### src/insn_consts.vh
// constants for the 14-bit instruction decoder: field positions,
// operation codes and instruction-cycle timing.
// assumes nothing; definitions only.
`ifndef INSN_CONSTS_VH
`define INSN_CONSTS_VH

`define INSN_W 14
`define OP_W 6
`define LIT_W 11

// oscillator cycles in one instruction cycle
`define OSC_PER_INSN 4
`define PHASE_LAST 2'h3

// field positions
`define F_PREFIX_HI 13
`define F_PREFIX_LO 12
`define F_SUB_HI 11
`define F_SUB_LO 8
`define F_DEST 7
`define F_BIT_HI 9
`define F_BIT_LO 7
`define F_ADDR_HI 6
`define F_PTR_SEL_SHORT 2
`define F_PTR_SEL_LONG 6

// prefixes
`define PFX_BYTE 2'h0
`define PFX_BIT 2'h1
`define PFX_JUMP 2'h2
`define PFX_LIT 2'h3

// indirect location addresses
`define ADDR_IND0 7'h00
`define ADDR_IND1 7'h01

// reset value of the held instruction word (a no-operation)
`define INSN_RESET 14'h0000

// operation codes presented to the datapath
`define OP_NO_OPERATION 6'h00
`define OP_SUB_WITH_BORROW_REG 6'h01
`define OP_NIBBLE_EXCHANGE_REG 6'h02
`define OP_XOR_WORK_REG 6'h03
`define OP_DEC_SKIP_ZERO 6'h04
`define OP_INC_SKIP_ZERO 6'h05
`define OP_BIT_CLEAR 6'h06
`define OP_BIT_SET 6'h07
`define OP_BIT_TEST_SKIP_CLEAR 6'h08
`define OP_BIT_TEST_SKIP_SET 6'h09
`define OP_ADD_LITERAL 6'h0a
`define OP_AND_LITERAL 6'h0b
`define OP_OR_LITERAL 6'h0c
`define OP_XOR_LITERAL 6'h0d
`define OP_SUB_FROM_LITERAL 6'h0e
`define OP_LOAD_LITERAL 6'h0f
`define OP_LOAD_BANK_LITERAL 6'h10
`define OP_LOAD_PC_HIGH_LITERAL 6'h11
`define OP_RELATIVE_JUMP 6'h12
`define OP_RELATIVE_JUMP_BY_WORK 6'h13
`define OP_SUBROUTINE_INVOKE 6'h14
`define OP_ABSOLUTE_JUMP 6'h15
`define OP_SUBROUTINE_INVOKE_BY_WORK 6'h16
`define OP_SUBROUTINE_EXIT 6'h17
`define OP_INTERRUPT_EXIT 6'h18
`define OP_EXIT_WITH_LITERAL 6'h19
`define OP_WATCHDOG_CLEAR 6'h1a
`define OP_STANDBY 6'h1b
`define OP_OPTION_LOAD 6'h1c
`define OP_SOFT_RESET 6'h1d
`define OP_PORT_DIRECTION_LOAD 6'h1e
`define OP_POINTER_ADD_LITERAL 6'h1f
`define OP_INDIRECT_READ_MODIFY 6'h20
`define OP_INDIRECT_READ_INDEXED 6'h21
`define OP_INDIRECT_WRITE_MODIFY 6'h22
`define OP_INDIRECT_WRITE_INDEXED 6'h23
`define OP_BYTE_OTHER 6'h24

`endif

### src/insn_phase_gen.v
// oscillator phase counter: splits each instruction cycle into four
// oscillator cycles and flags the last one.
// assumes core_clk is the oscillator and clk_en gates every edge.
`timescale 1ns/100ps
`include "insn_consts.vh"

module insn_phase_gen (
  input wire core_clk, // oscillator clock
  input wire arst_n, // asynchronous reset, active low
  input wire clk_en, // freezes the counter while low
  output reg [1:0] phase_q, // oscillator cycle within instruction
  output reg last_q // high during the last oscillator cycle
);

  wire [1:0] phase_d;

  assign phase_d = phase_q + 2'h1;

  always @(posedge core_clk or negedge arst_n) begin
    if (!arst_n) begin
      phase_q <= 2'h0;
      last_q <= 1'b0;
    end else if (clk_en) begin
      phase_q <= phase_d;
      last_q <= (phase_d == `PHASE_LAST);
    end
  end

endmodule

### src/insn_decoder.v
// instruction decoder and cycle sequencer for a 14-bit instruction set.
// assumes program memory holds insn_word steady at the PC on every
// core_clk edge ending an instruction cycle, and that the datapath
// drives skip_cond and the pointer top bits on the same clock.
`timescale 1ns/100ps
`include "insn_consts.vh"

module insn_decoder (
  input wire core_clk, // oscillator clock
  input wire arst_n, // asynchronous reset, active low
  input wire clk_en, // freezes all state while low
  input wire [13:0] insn_word, // word from program memory
  input wire skip_cond, // datapath: result zero or bit test true
  input wire ptr0_msb, // top bit of file_select_pointer 0
  input wire ptr1_msb, // top bit of file_select_pointer 1
  output reg [13:0] insn_q, // instruction being executed
  output reg [5:0] op_code_q, // decoded operation
  output reg dest_file_q, // 1: result to file register
  output reg [6:0] reg_addr_q, // file register address
  output reg [2:0] bit_num_q, // bit number for bit operations
  output reg [10:0] literal_q, // literal, sign-extended if signed
  output reg ptr_sel_q, // file_select_pointer number
  output reg [1:0] pointer_modify_mode_q, // pre/post inc/dec mode
  output reg zero_upd_q, // operation updates zero flag
  output reg carry_upd_q, // operation updates carry and digit carry
  output reg time_out_power_down_upd_q, // updates the two power flags
  output reg commit_q, // pulse: instruction effect commits
  output reg word_taken_q, // pulse: a new word was latched
  output wire [1:0] phase_q, // oscillator cycle within instruction
  output wire extra_cycle_q, // extra indirect cycle in progress
  output wire flush_cycle_q // idle second cycle in progress
);

  localparam ST_EXEC = 3'b001;
  localparam ST_EXTRA = 3'b010;
  localparam ST_FLUSH = 3'b100;

  reg [2:0] state_q;
  reg [2:0] state_d;
  reg latch_en;
  reg commit_d;
  wire phase_last;
  wire need_extra;
  wire redirect;
  wire [5:0] op_d;

  assign extra_cycle_q = state_q[1];
  assign flush_cycle_q = state_q[2];

  insn_phase_gen u_phase (
    .core_clk(core_clk),
    .arst_n(arst_n),
    .clk_en(clk_en),
    .phase_q(phase_q),
    .last_q(phase_last)
  );

  // full-word decode; anything unrecognised falls to no-operation
  function [5:0] decode_op;
    input [13:0] w;
    begin
      decode_op = `OP_NO_OPERATION;
      case (w[`F_PREFIX_HI:`F_PREFIX_LO])
        `PFX_BYTE: begin
          if (w[`F_SUB_HI:`F_SUB_LO] == 4'h0) begin
            if (w[7:0] == 8'h00)
              decode_op = `OP_NO_OPERATION;
            else if (w[7:0] == 8'h01)
              decode_op = `OP_SOFT_RESET;
            else if (w[7:0] == 8'h08)
              decode_op = `OP_SUBROUTINE_EXIT;
            else if (w[7:0] == 8'h09)
              decode_op = `OP_INTERRUPT_EXIT;
            else if (w[7:0] == 8'h0a)
              decode_op = `OP_SUBROUTINE_INVOKE_BY_WORK;
            else if (w[7:0] == 8'h0b)
              decode_op = `OP_RELATIVE_JUMP_BY_WORK;
            else if (w[7:0] == 8'h62)
              decode_op = `OP_OPTION_LOAD;
            else if (w[7:0] == 8'h63)
              decode_op = `OP_STANDBY;
            else if (w[7:0] == 8'h64)
              decode_op = `OP_WATCHDOG_CLEAR;
            else if (w[7:3] == 5'h0c)
              decode_op = `OP_PORT_DIRECTION_LOAD;
            else if (w[7:5] == 3'h1)
              decode_op = `OP_LOAD_BANK_LITERAL;
            else if (w[7:3] == 5'h02)
              decode_op = `OP_INDIRECT_READ_MODIFY;
            else if (w[7:3] == 5'h03)
              decode_op = `OP_INDIRECT_WRITE_MODIFY;
            else if (w[7])
              decode_op = `OP_BYTE_OTHER;
          end else if (w[`F_SUB_HI:`F_SUB_LO] == 4'h6)
            decode_op = `OP_XOR_WORK_REG;
          else if (w[`F_SUB_HI:`F_SUB_LO] == 4'hb)
            decode_op = `OP_DEC_SKIP_ZERO;
          else if (w[`F_SUB_HI:`F_SUB_LO] == 4'hf)
            decode_op = `OP_INC_SKIP_ZERO;
          else if (w[`F_SUB_HI:`F_SUB_LO] == 4'he)
            decode_op = `OP_NIBBLE_EXCHANGE_REG;
          else
            decode_op = `OP_BYTE_OTHER;
        end
        `PFX_BIT: begin
          case (w[11:10])
            2'h0: decode_op = `OP_BIT_CLEAR;
            2'h1: decode_op = `OP_BIT_SET;
            2'h2: decode_op = `OP_BIT_TEST_SKIP_CLEAR;
            default: decode_op = `OP_BIT_TEST_SKIP_SET;
          endcase
        end
        `PFX_JUMP: begin
          if (w[11])
            decode_op = `OP_ABSOLUTE_JUMP;
          else
            decode_op = `OP_SUBROUTINE_INVOKE;
        end
        default: begin
          case (w[`F_SUB_HI:`F_SUB_LO])
            4'hb: decode_op = `OP_SUB_WITH_BORROW_REG;
            4'he: decode_op = `OP_ADD_LITERAL;
            4'h9: decode_op = `OP_AND_LITERAL;
            4'h8: decode_op = `OP_OR_LITERAL;
            4'ha: decode_op = `OP_XOR_LITERAL;
            4'hc: decode_op = `OP_SUB_FROM_LITERAL;
            4'h0: decode_op = `OP_LOAD_LITERAL;
            4'h4: decode_op = `OP_EXIT_WITH_LITERAL;
            4'h2, 4'h3: decode_op = `OP_RELATIVE_JUMP;
            4'h1: begin
              if (w[7])
                decode_op = `OP_LOAD_PC_HIGH_LITERAL;
              else
                decode_op = `OP_POINTER_ADD_LITERAL;
            end
            4'hf: begin
              if (w[7])
                decode_op = `OP_INDIRECT_WRITE_INDEXED;
              else
                decode_op = `OP_INDIRECT_READ_INDEXED;
            end
            4'h5, 4'h6, 4'h7, 4'hd: decode_op = `OP_BYTE_OTHER;
            default: decode_op = `OP_NO_OPERATION;
          endcase
        end
      endcase
    end
  endfunction

  // literal field per operation; offsets are sign-extended so the
  // datapath can add them without knowing the field width
  function [10:0] literal_of;
    input [5:0] op;
    input [13:0] w;
    begin
      case (op)
        `OP_SUBROUTINE_INVOKE, `OP_ABSOLUTE_JUMP:
          literal_of = w[10:0];
        `OP_RELATIVE_JUMP:
          literal_of = {{2{w[8]}}, w[8:0]};
        `OP_LOAD_PC_HIGH_LITERAL:
          literal_of = {4'h0, w[6:0]};
        `OP_LOAD_BANK_LITERAL:
          literal_of = {6'h00, w[4:0]};
        `OP_POINTER_ADD_LITERAL, `OP_INDIRECT_READ_INDEXED,
        `OP_INDIRECT_WRITE_INDEXED:
          literal_of = {{5{w[5]}}, w[5:0]};
        `OP_PORT_DIRECTION_LOAD:
          literal_of = {8'h00, w[2:0]};
        default:
          literal_of = {3'h0, w[7:0]};
      endcase
    end
  endfunction

  // file register operations on location 0 or 1, and indirect reads and writes, whose pointer has its top bit set
  function indirect_hit;
    input [5:0] op;
    input [6:0] addr;
    input sel;
    input m0;
    input m1;
    reg direct_op;
    reg ptr_op;
    begin
      direct_op = (op >= `OP_SUB_WITH_BORROW_REG &&
                   op <= `OP_BIT_TEST_SKIP_SET) ||
                  op == `OP_BYTE_OTHER;
      ptr_op = op >= `OP_INDIRECT_READ_MODIFY &&
               op <= `OP_INDIRECT_WRITE_INDEXED;
      indirect_hit = (direct_op && addr == `ADDR_IND0 && m0) ||
                     (direct_op && addr == `ADDR_IND1 && m1) ||
                     (ptr_op && (sel ? m1 : m0));
    end
  endfunction

  // skip operations redirect only when the datapath reports the
  // tested condition true
  function is_skip_op;
    input [5:0] op;
    begin
      is_skip_op = op == `OP_DEC_SKIP_ZERO ||
                   op == `OP_INC_SKIP_ZERO ||
                   op == `OP_BIT_TEST_SKIP_CLEAR ||
                   op == `OP_BIT_TEST_SKIP_SET;
    end
  endfunction

  // every operation that loads the program counter
  function is_control_op;
    input [5:0] op;
    begin
      is_control_op = op >= `OP_RELATIVE_JUMP &&
                      op <= `OP_EXIT_WITH_LITERAL;
    end
  endfunction

  // modified forms carry the pointer number low, the others high
  function ptr_sel_of;
    input [5:0] op;
    input [13:0] w;
    begin
      if (op == `OP_INDIRECT_READ_MODIFY ||
          op == `OP_INDIRECT_WRITE_MODIFY)
        ptr_sel_of = w[`F_PTR_SEL_SHORT];
      else
        ptr_sel_of = w[`F_PTR_SEL_LONG];
    end
  endfunction

  assign op_d = decode_op(insn_word);
  assign need_extra = indirect_hit(op_code_q, reg_addr_q, ptr_sel_q,
                                   ptr0_msb, ptr1_msb);
  // pc-changing operations always redirect; skips only when true
  assign redirect = is_control_op(op_code_q) ||
                    (is_skip_op(op_code_q) && skip_cond);

  always @* begin
    state_d = state_q;
    latch_en = 1'b0;
    commit_d = 1'b0;
    case (state_q)
      ST_EXEC: begin
        if (need_extra) begin
          state_d = ST_EXTRA;
        end else begin
          commit_d = 1'b1;
          if (redirect) begin
            state_d = ST_FLUSH;
          end else begin
            latch_en = 1'b1;
          end
        end
      end
      ST_EXTRA: begin
        commit_d = 1'b1;
        if (redirect) begin
          state_d = ST_FLUSH;
        end else begin
          state_d = ST_EXEC;
          latch_en = 1'b1;
        end
      end
      ST_FLUSH: begin
        state_d = ST_EXEC;
        latch_en = 1'b1;
      end
      default: begin
        state_d = ST_EXEC;
        latch_en = 1'b1;
      end
    endcase
  end

  // the word is taken only at the last oscillator cycle, so the
  // fetch for the next instruction overlaps the current one
  always @(posedge core_clk or negedge arst_n) begin
    if (!arst_n) begin
      state_q <= ST_EXEC;
      insn_q <= `INSN_RESET;
      op_code_q <= `OP_NO_OPERATION;
      dest_file_q <= 1'b0;
      reg_addr_q <= 7'h00;
      bit_num_q <= 3'h0;
      literal_q <= 11'h000;
      ptr_sel_q <= 1'b0;
      pointer_modify_mode_q <= 2'h0;
      zero_upd_q <= 1'b0;
      carry_upd_q <= 1'b0;
      time_out_power_down_upd_q <= 1'b0;
      commit_q <= 1'b0;
      word_taken_q <= 1'b0;
    end else if (clk_en) begin
      // pulses hold through a freeze as well; the datapath shares
      // clk_en, so it still acts on each pulse once
      commit_q <= phase_last & commit_d;
      word_taken_q <= phase_last & latch_en;
      if (phase_last) begin
        state_q <= state_d;
      end
      if (phase_last && latch_en) begin
        insn_q <= insn_word;
        op_code_q <= op_d;
        dest_file_q <= insn_word[`F_DEST];
        reg_addr_q <= insn_word[`F_ADDR_HI:0];
        bit_num_q <= insn_word[`F_BIT_HI:`F_BIT_LO];
        literal_q <= literal_of(op_d, insn_word);
        ptr_sel_q <= ptr_sel_of(op_d, insn_word);
        pointer_modify_mode_q <= insn_word[1:0];
        zero_upd_q <= op_d == `OP_SUB_WITH_BORROW_REG ||
                      op_d == `OP_XOR_WORK_REG ||
                      (op_d >= `OP_ADD_LITERAL &&
                       op_d <= `OP_SUB_FROM_LITERAL) ||
                      op_d == `OP_INDIRECT_READ_MODIFY ||
                      op_d == `OP_INDIRECT_READ_INDEXED;
        carry_upd_q <= op_d == `OP_SUB_WITH_BORROW_REG ||
                       op_d == `OP_ADD_LITERAL ||
                       op_d == `OP_SUB_FROM_LITERAL;
        time_out_power_down_upd_q <= op_d == `OP_STANDBY ||
                                     op_d == `OP_WATCHDOG_CLEAR;
      end
    end
  end

endmodule

### config.mk
export PLATFORM = sky130hd
export DESIGN_NAME = insn_decoder
export DESIGN_NICKNAME = d
export VERILOG_FILES = /design/src/insn_phase_gen.v /design/src/insn_decoder.v
export VERILOG_INCLUDE_DIRS = /design/src
export SDC_FILE = /design/constraint.sdc
export NUM_CORES = 1
export LEC_CHECK = 0
export ABC_AREA = 1
export BUFFER_PORTS_ARGS = -buffer_cell sky130_fd_sc_hd__buf_4
export CAP_MARGIN = 5
export CORE_ASPECT_RATIO = 0.6
export CORE_MARGIN = 5
export CORE_UTILIZATION = 55
export CTS_BUF_LIST = sky130_fd_sc_hd__clkbuf_4 sky130_fd_sc_hd__clkbuf_8
export CTS_CLUSTER_SIZE = 10
export DETAILED_ROUTE_END_ITERATION = 8
export PLACE_DENSITY = 0.83
export SLEW_MARGIN = 30
export SYNTH_ARGS = -nofsm -noshare
export SYNTH_HDL_FRONTEND = slang
export SYNTH_SLANG_ARGS = --single-unit
### constraint.sdc
create_clock -name core_clk -period 2.23 [get_ports core_clk]
set_input_delay 0.446 -clock core_clk [delete_from_list [all_inputs] [get_ports core_clk]]
set_output_delay 0.446 -clock core_clk [all_outputs]
set_load 0.01 [all_outputs]
==> flow_metrics.tcl <==
set metrics [dict create \
    status "completed" \
    min_period_ns 2.073 \
    ys_ff_latch 40 \
    hpwl_mm 5.728 \
    syn_avg_cell_area_sq_um 7.079 \
    die_x_um 100.6 \
    pwr-share-comb_pct 49.5 \
    yosys_warnings 0 \
    synth_nets 404 \
    reg2regPathDepth 9 \
    finalCritPeriodShare_pct 92.96 \
    maxCapViolCount 0 \
    portBuffers 73 \
    io_pins 74 \
    drt_iter0_markers 125 \
    worst_setup_path_start_kind "register" \
    slew_violations 0 \
    r2r_slack_ns 0.16 \
    reg2reg_from "op_code_q[2]" \
    cp.arrival_ns 2.25 \
    cp-startpoint "op_code_q[2]" \
    layout-drive-gt1-share_pct 31.78 \
    antenna_left 0 \
    crit_end "literal_q[8]" \
    p_switching_mw 1.494 \
    synthTopCellsByArea "dfrtp_1 36%, nand2_1 15%, o21ai_0 6.5%, inv_1 5.1%, buf_4 4.7%" \
    start_util_pct 58.19 \
    grt_pass1_vias 2528 \
    netlist.area_leader.share_pct 35.99 \
    nNetsFinal 470 \
    worstReg2RegEnd "literal_q[8]" \
    cts_buffers 5 \
    setup-violations-final 0 \
    grt_usage_pct 22.35 \
    min_path_type "in -> async" \
    tightest_slew_ns 0.5016 \
    power_frac_seq_pct 36.6 \
    synth_top_cell_by_area "dfrtp_1" \
    cts_tree "done" \
    swShare_pct 40.31 \
    grt_max_degree 41 \
    clkPwrFrac_pct 13.9 \
    cts_root_buf "clkbuf_8" \
    post_cts_buffers 0 \
    synthToLayoutAreaGrowth_pct 24.69 \
    die-area_sq_um 6480 \
    vias_per_cell 5.419 \
    cp-end-kind "register" \
    num_vias 2780 \
    use_met3_pct 6.739 \
    wl_mm 7.268 \
    cts_buffer_depth 2 \
    path_max_fanout 19 \
    drc 0 \
    synth_area_sq_um 2711 \
    placed_cell_area_sq_um 3264 \
    p_leak_nw 1.783 \
    row_count 19 \
    antennaDiodeCount 0 \
    rsz0062_at_grt "no" \
    syn-instance-count 383 \
    core_region_area_sq_um 4659 \
    gp_congestion 0.9420 \
    clk_pin_slew_ns 0.08 \
    grt_overflow 0 \
    use_met1_pct 33.51 \
    clock_latency_ns 0.29 \
    fin_skew_ns 0.008086 \
    max_freq_mhz 482.4 \
    yosysSeqAreaShare_pct 36.96 \
    hold_buffers 0 \
    grt_pass1_wl_mm 11.81 \
    ir_drop_mv 0.7545 \
    cts_sinks 40 \
    final_area_sq_um 3381 \
    htree_levels 2 \
    hold_viol_final 0 \
    grt_use_met2_pct 32.54 \
    yosys.cell_types.count 40 \
    p_per_area_nw_per_um2 1096 \
    whs_ns 0.1172 \
    critPathRequiredTime_ns 2.40 \
    path_class "reg -> reg" \
    firstDrtPassIters 4 \
    antenna_found_initial 0 \
    p_int_mw 2.212 \
    grt.busiest_layer "met1" \
    maxSlewHeadroom_pct 66.56 \
    wire_per_inst_um 14.17 \
    n_fill_cell 381 \
    die_h_um 64.39 \
]
==> per-layer routing <==
layer,up-vias,part of all wire (%)
li1,1347,-
met1,1274,47
met2,151,41
met3,8,11
met4,0,0.65
met5,-,0
==> final cells by class <==
cell class              count  area (sq um)  area share [%]
multi-input cells         271          1383           40.90
flip-flops and latches     40          1002           29.64
repair buffers             84         643.1           19.02
inverters                  47         176.4           5.218
clock buffers               8         97.59           2.887
well taps                  63         78.83           2.332
==> worst min path at each step <==
| stage | cells past startpoint | slack (ns) | end |
|---|---|---|---|
| after floorplan | 0 | 0.15 | carry_upd_q |
| after global placement | 1 | 0.44 | u_phase.phase_q[1] |
| after detailed placement | 1 | 0.45 | word_taken_q |
| after CTS | 1 | 0.14 | word_taken_q |
| after global routing | 1 | 0.16 | word_taken_q |
| final | 1 | 0.12 | word_taken_q |
==> metrics by stage <==
stage	setup WS (ns)	util (%)	power (mW)	std cells	setup TNS [ns]
finish	0.1570	72.56	3.706	513	0
global route	0.001938	72.56	3.974	513	0
CTS	0.1338	72.15	3.711	513	0
detailed placement	-0.1137	70.06	3.188	505	-0.3091
global placement	-0.1085	70.06	3.142	505	-0.1655
floorplan	0.2613	-	2.378	383	0
==> placed cells by master (no fill, tap or decap), drive strengths merged, types with 4 or more instances in the layout <==
cell type,netlist,final
buf,21,84
nand3,29,29
o21ai,38,38
nand2,120,120
nor3,5,5
nor2,44,44
dfrtp,39,39
nand4,4,4
clkbuf,4,8
inv,47,47
a21oi,13,13
==> repair_timing <==
item	in CTS	in global routing
endpoints found under the setup margin	0	8
resized for setup	0	6
endpoints found under the hold margin	0	0
==> power groups by stage <==
stage / Sequential, mW / Combinational, mW / Clock [mW]
after floorplan: 1.44 / 0.934 / 0
after global placement: 1.35 / 1.79 / 0
after detailed placement: 1.36 / 1.83 / 0
after CTS: 1.35 / 1.84 / 0.520
after global routing: 1.41 / 2.02 / 0.548
final: 1.36 / 1.83 / 0.515
==> worst max-delay path, stage by stage (launching register included) <==
cell and delay [ns]:
dfrtp_1 0.43, o21a_1 0.22, a2111oi_0 0.28, inv_1 0.14, o21ai_0 0.22, a21oi_1 0.12
inv_1 0.13, buf_4 0.23, a21oi_2 0.04, a21o_1 0.15
==> Yosys cell counts <==
cell,instances
a41oi_1,1
nand3_1,22
a21oi_2,4
or2_1,1
a21o_1,1
xor2_1,1
nand2_1,106
nand3_2,7
nand2_2,13
o2111ai_1,1
o21a_1,1
clkbuf_1,4
buf_4,17
buf_6,1
nand3b_1,1
nor4_1,2
dfstp_2,1
inv_2,10
o21ai_0,35
o211ai_1,2
nor2_4,4
nand2_4,1
a2111oi_0,1
a21oi_1,8
nor3b_1,1
a21oi_4,1
ha_1,1
buf_2,3
a32oi_1,1
nor3_1,4
a31oi_1,1
dfrtp_1,39
inv_1,37
nor3_2,1
nand4_1,4
o21ai_1,3
nor2_2,6
o221ai_1,1
mux2_2,1
nor2_1,34
==> cells by family (layout without fill, tap and decap cells) <==
logic type / Yosys count / count (layout) / share of synthesized area [%]
fa+ha+maj: 1 / 1 / 0.4614
mux: 1 / 1 / 0.4153
xor+xnor: 1 / 1 / 0.3231
flops: 40 / 40 / 36.96
simple gates: 207 / 207 / 35.76
compound gates: 61 / 61 / 13.34
buf+inv: 72 / 139 / 12.74
==> sequential cells by signal, summed over array words and instances, names as in the netlist, 2 cells and up <==
| signal | cells |
|---|---|
| insn_q | 14 |
| literal_q | 8 |
| op_code_q | 6 |
| state_q | 3 |
| u_phase.phase_q | 2 |
No activity file was read; power rests on OpenSTA's default activity.
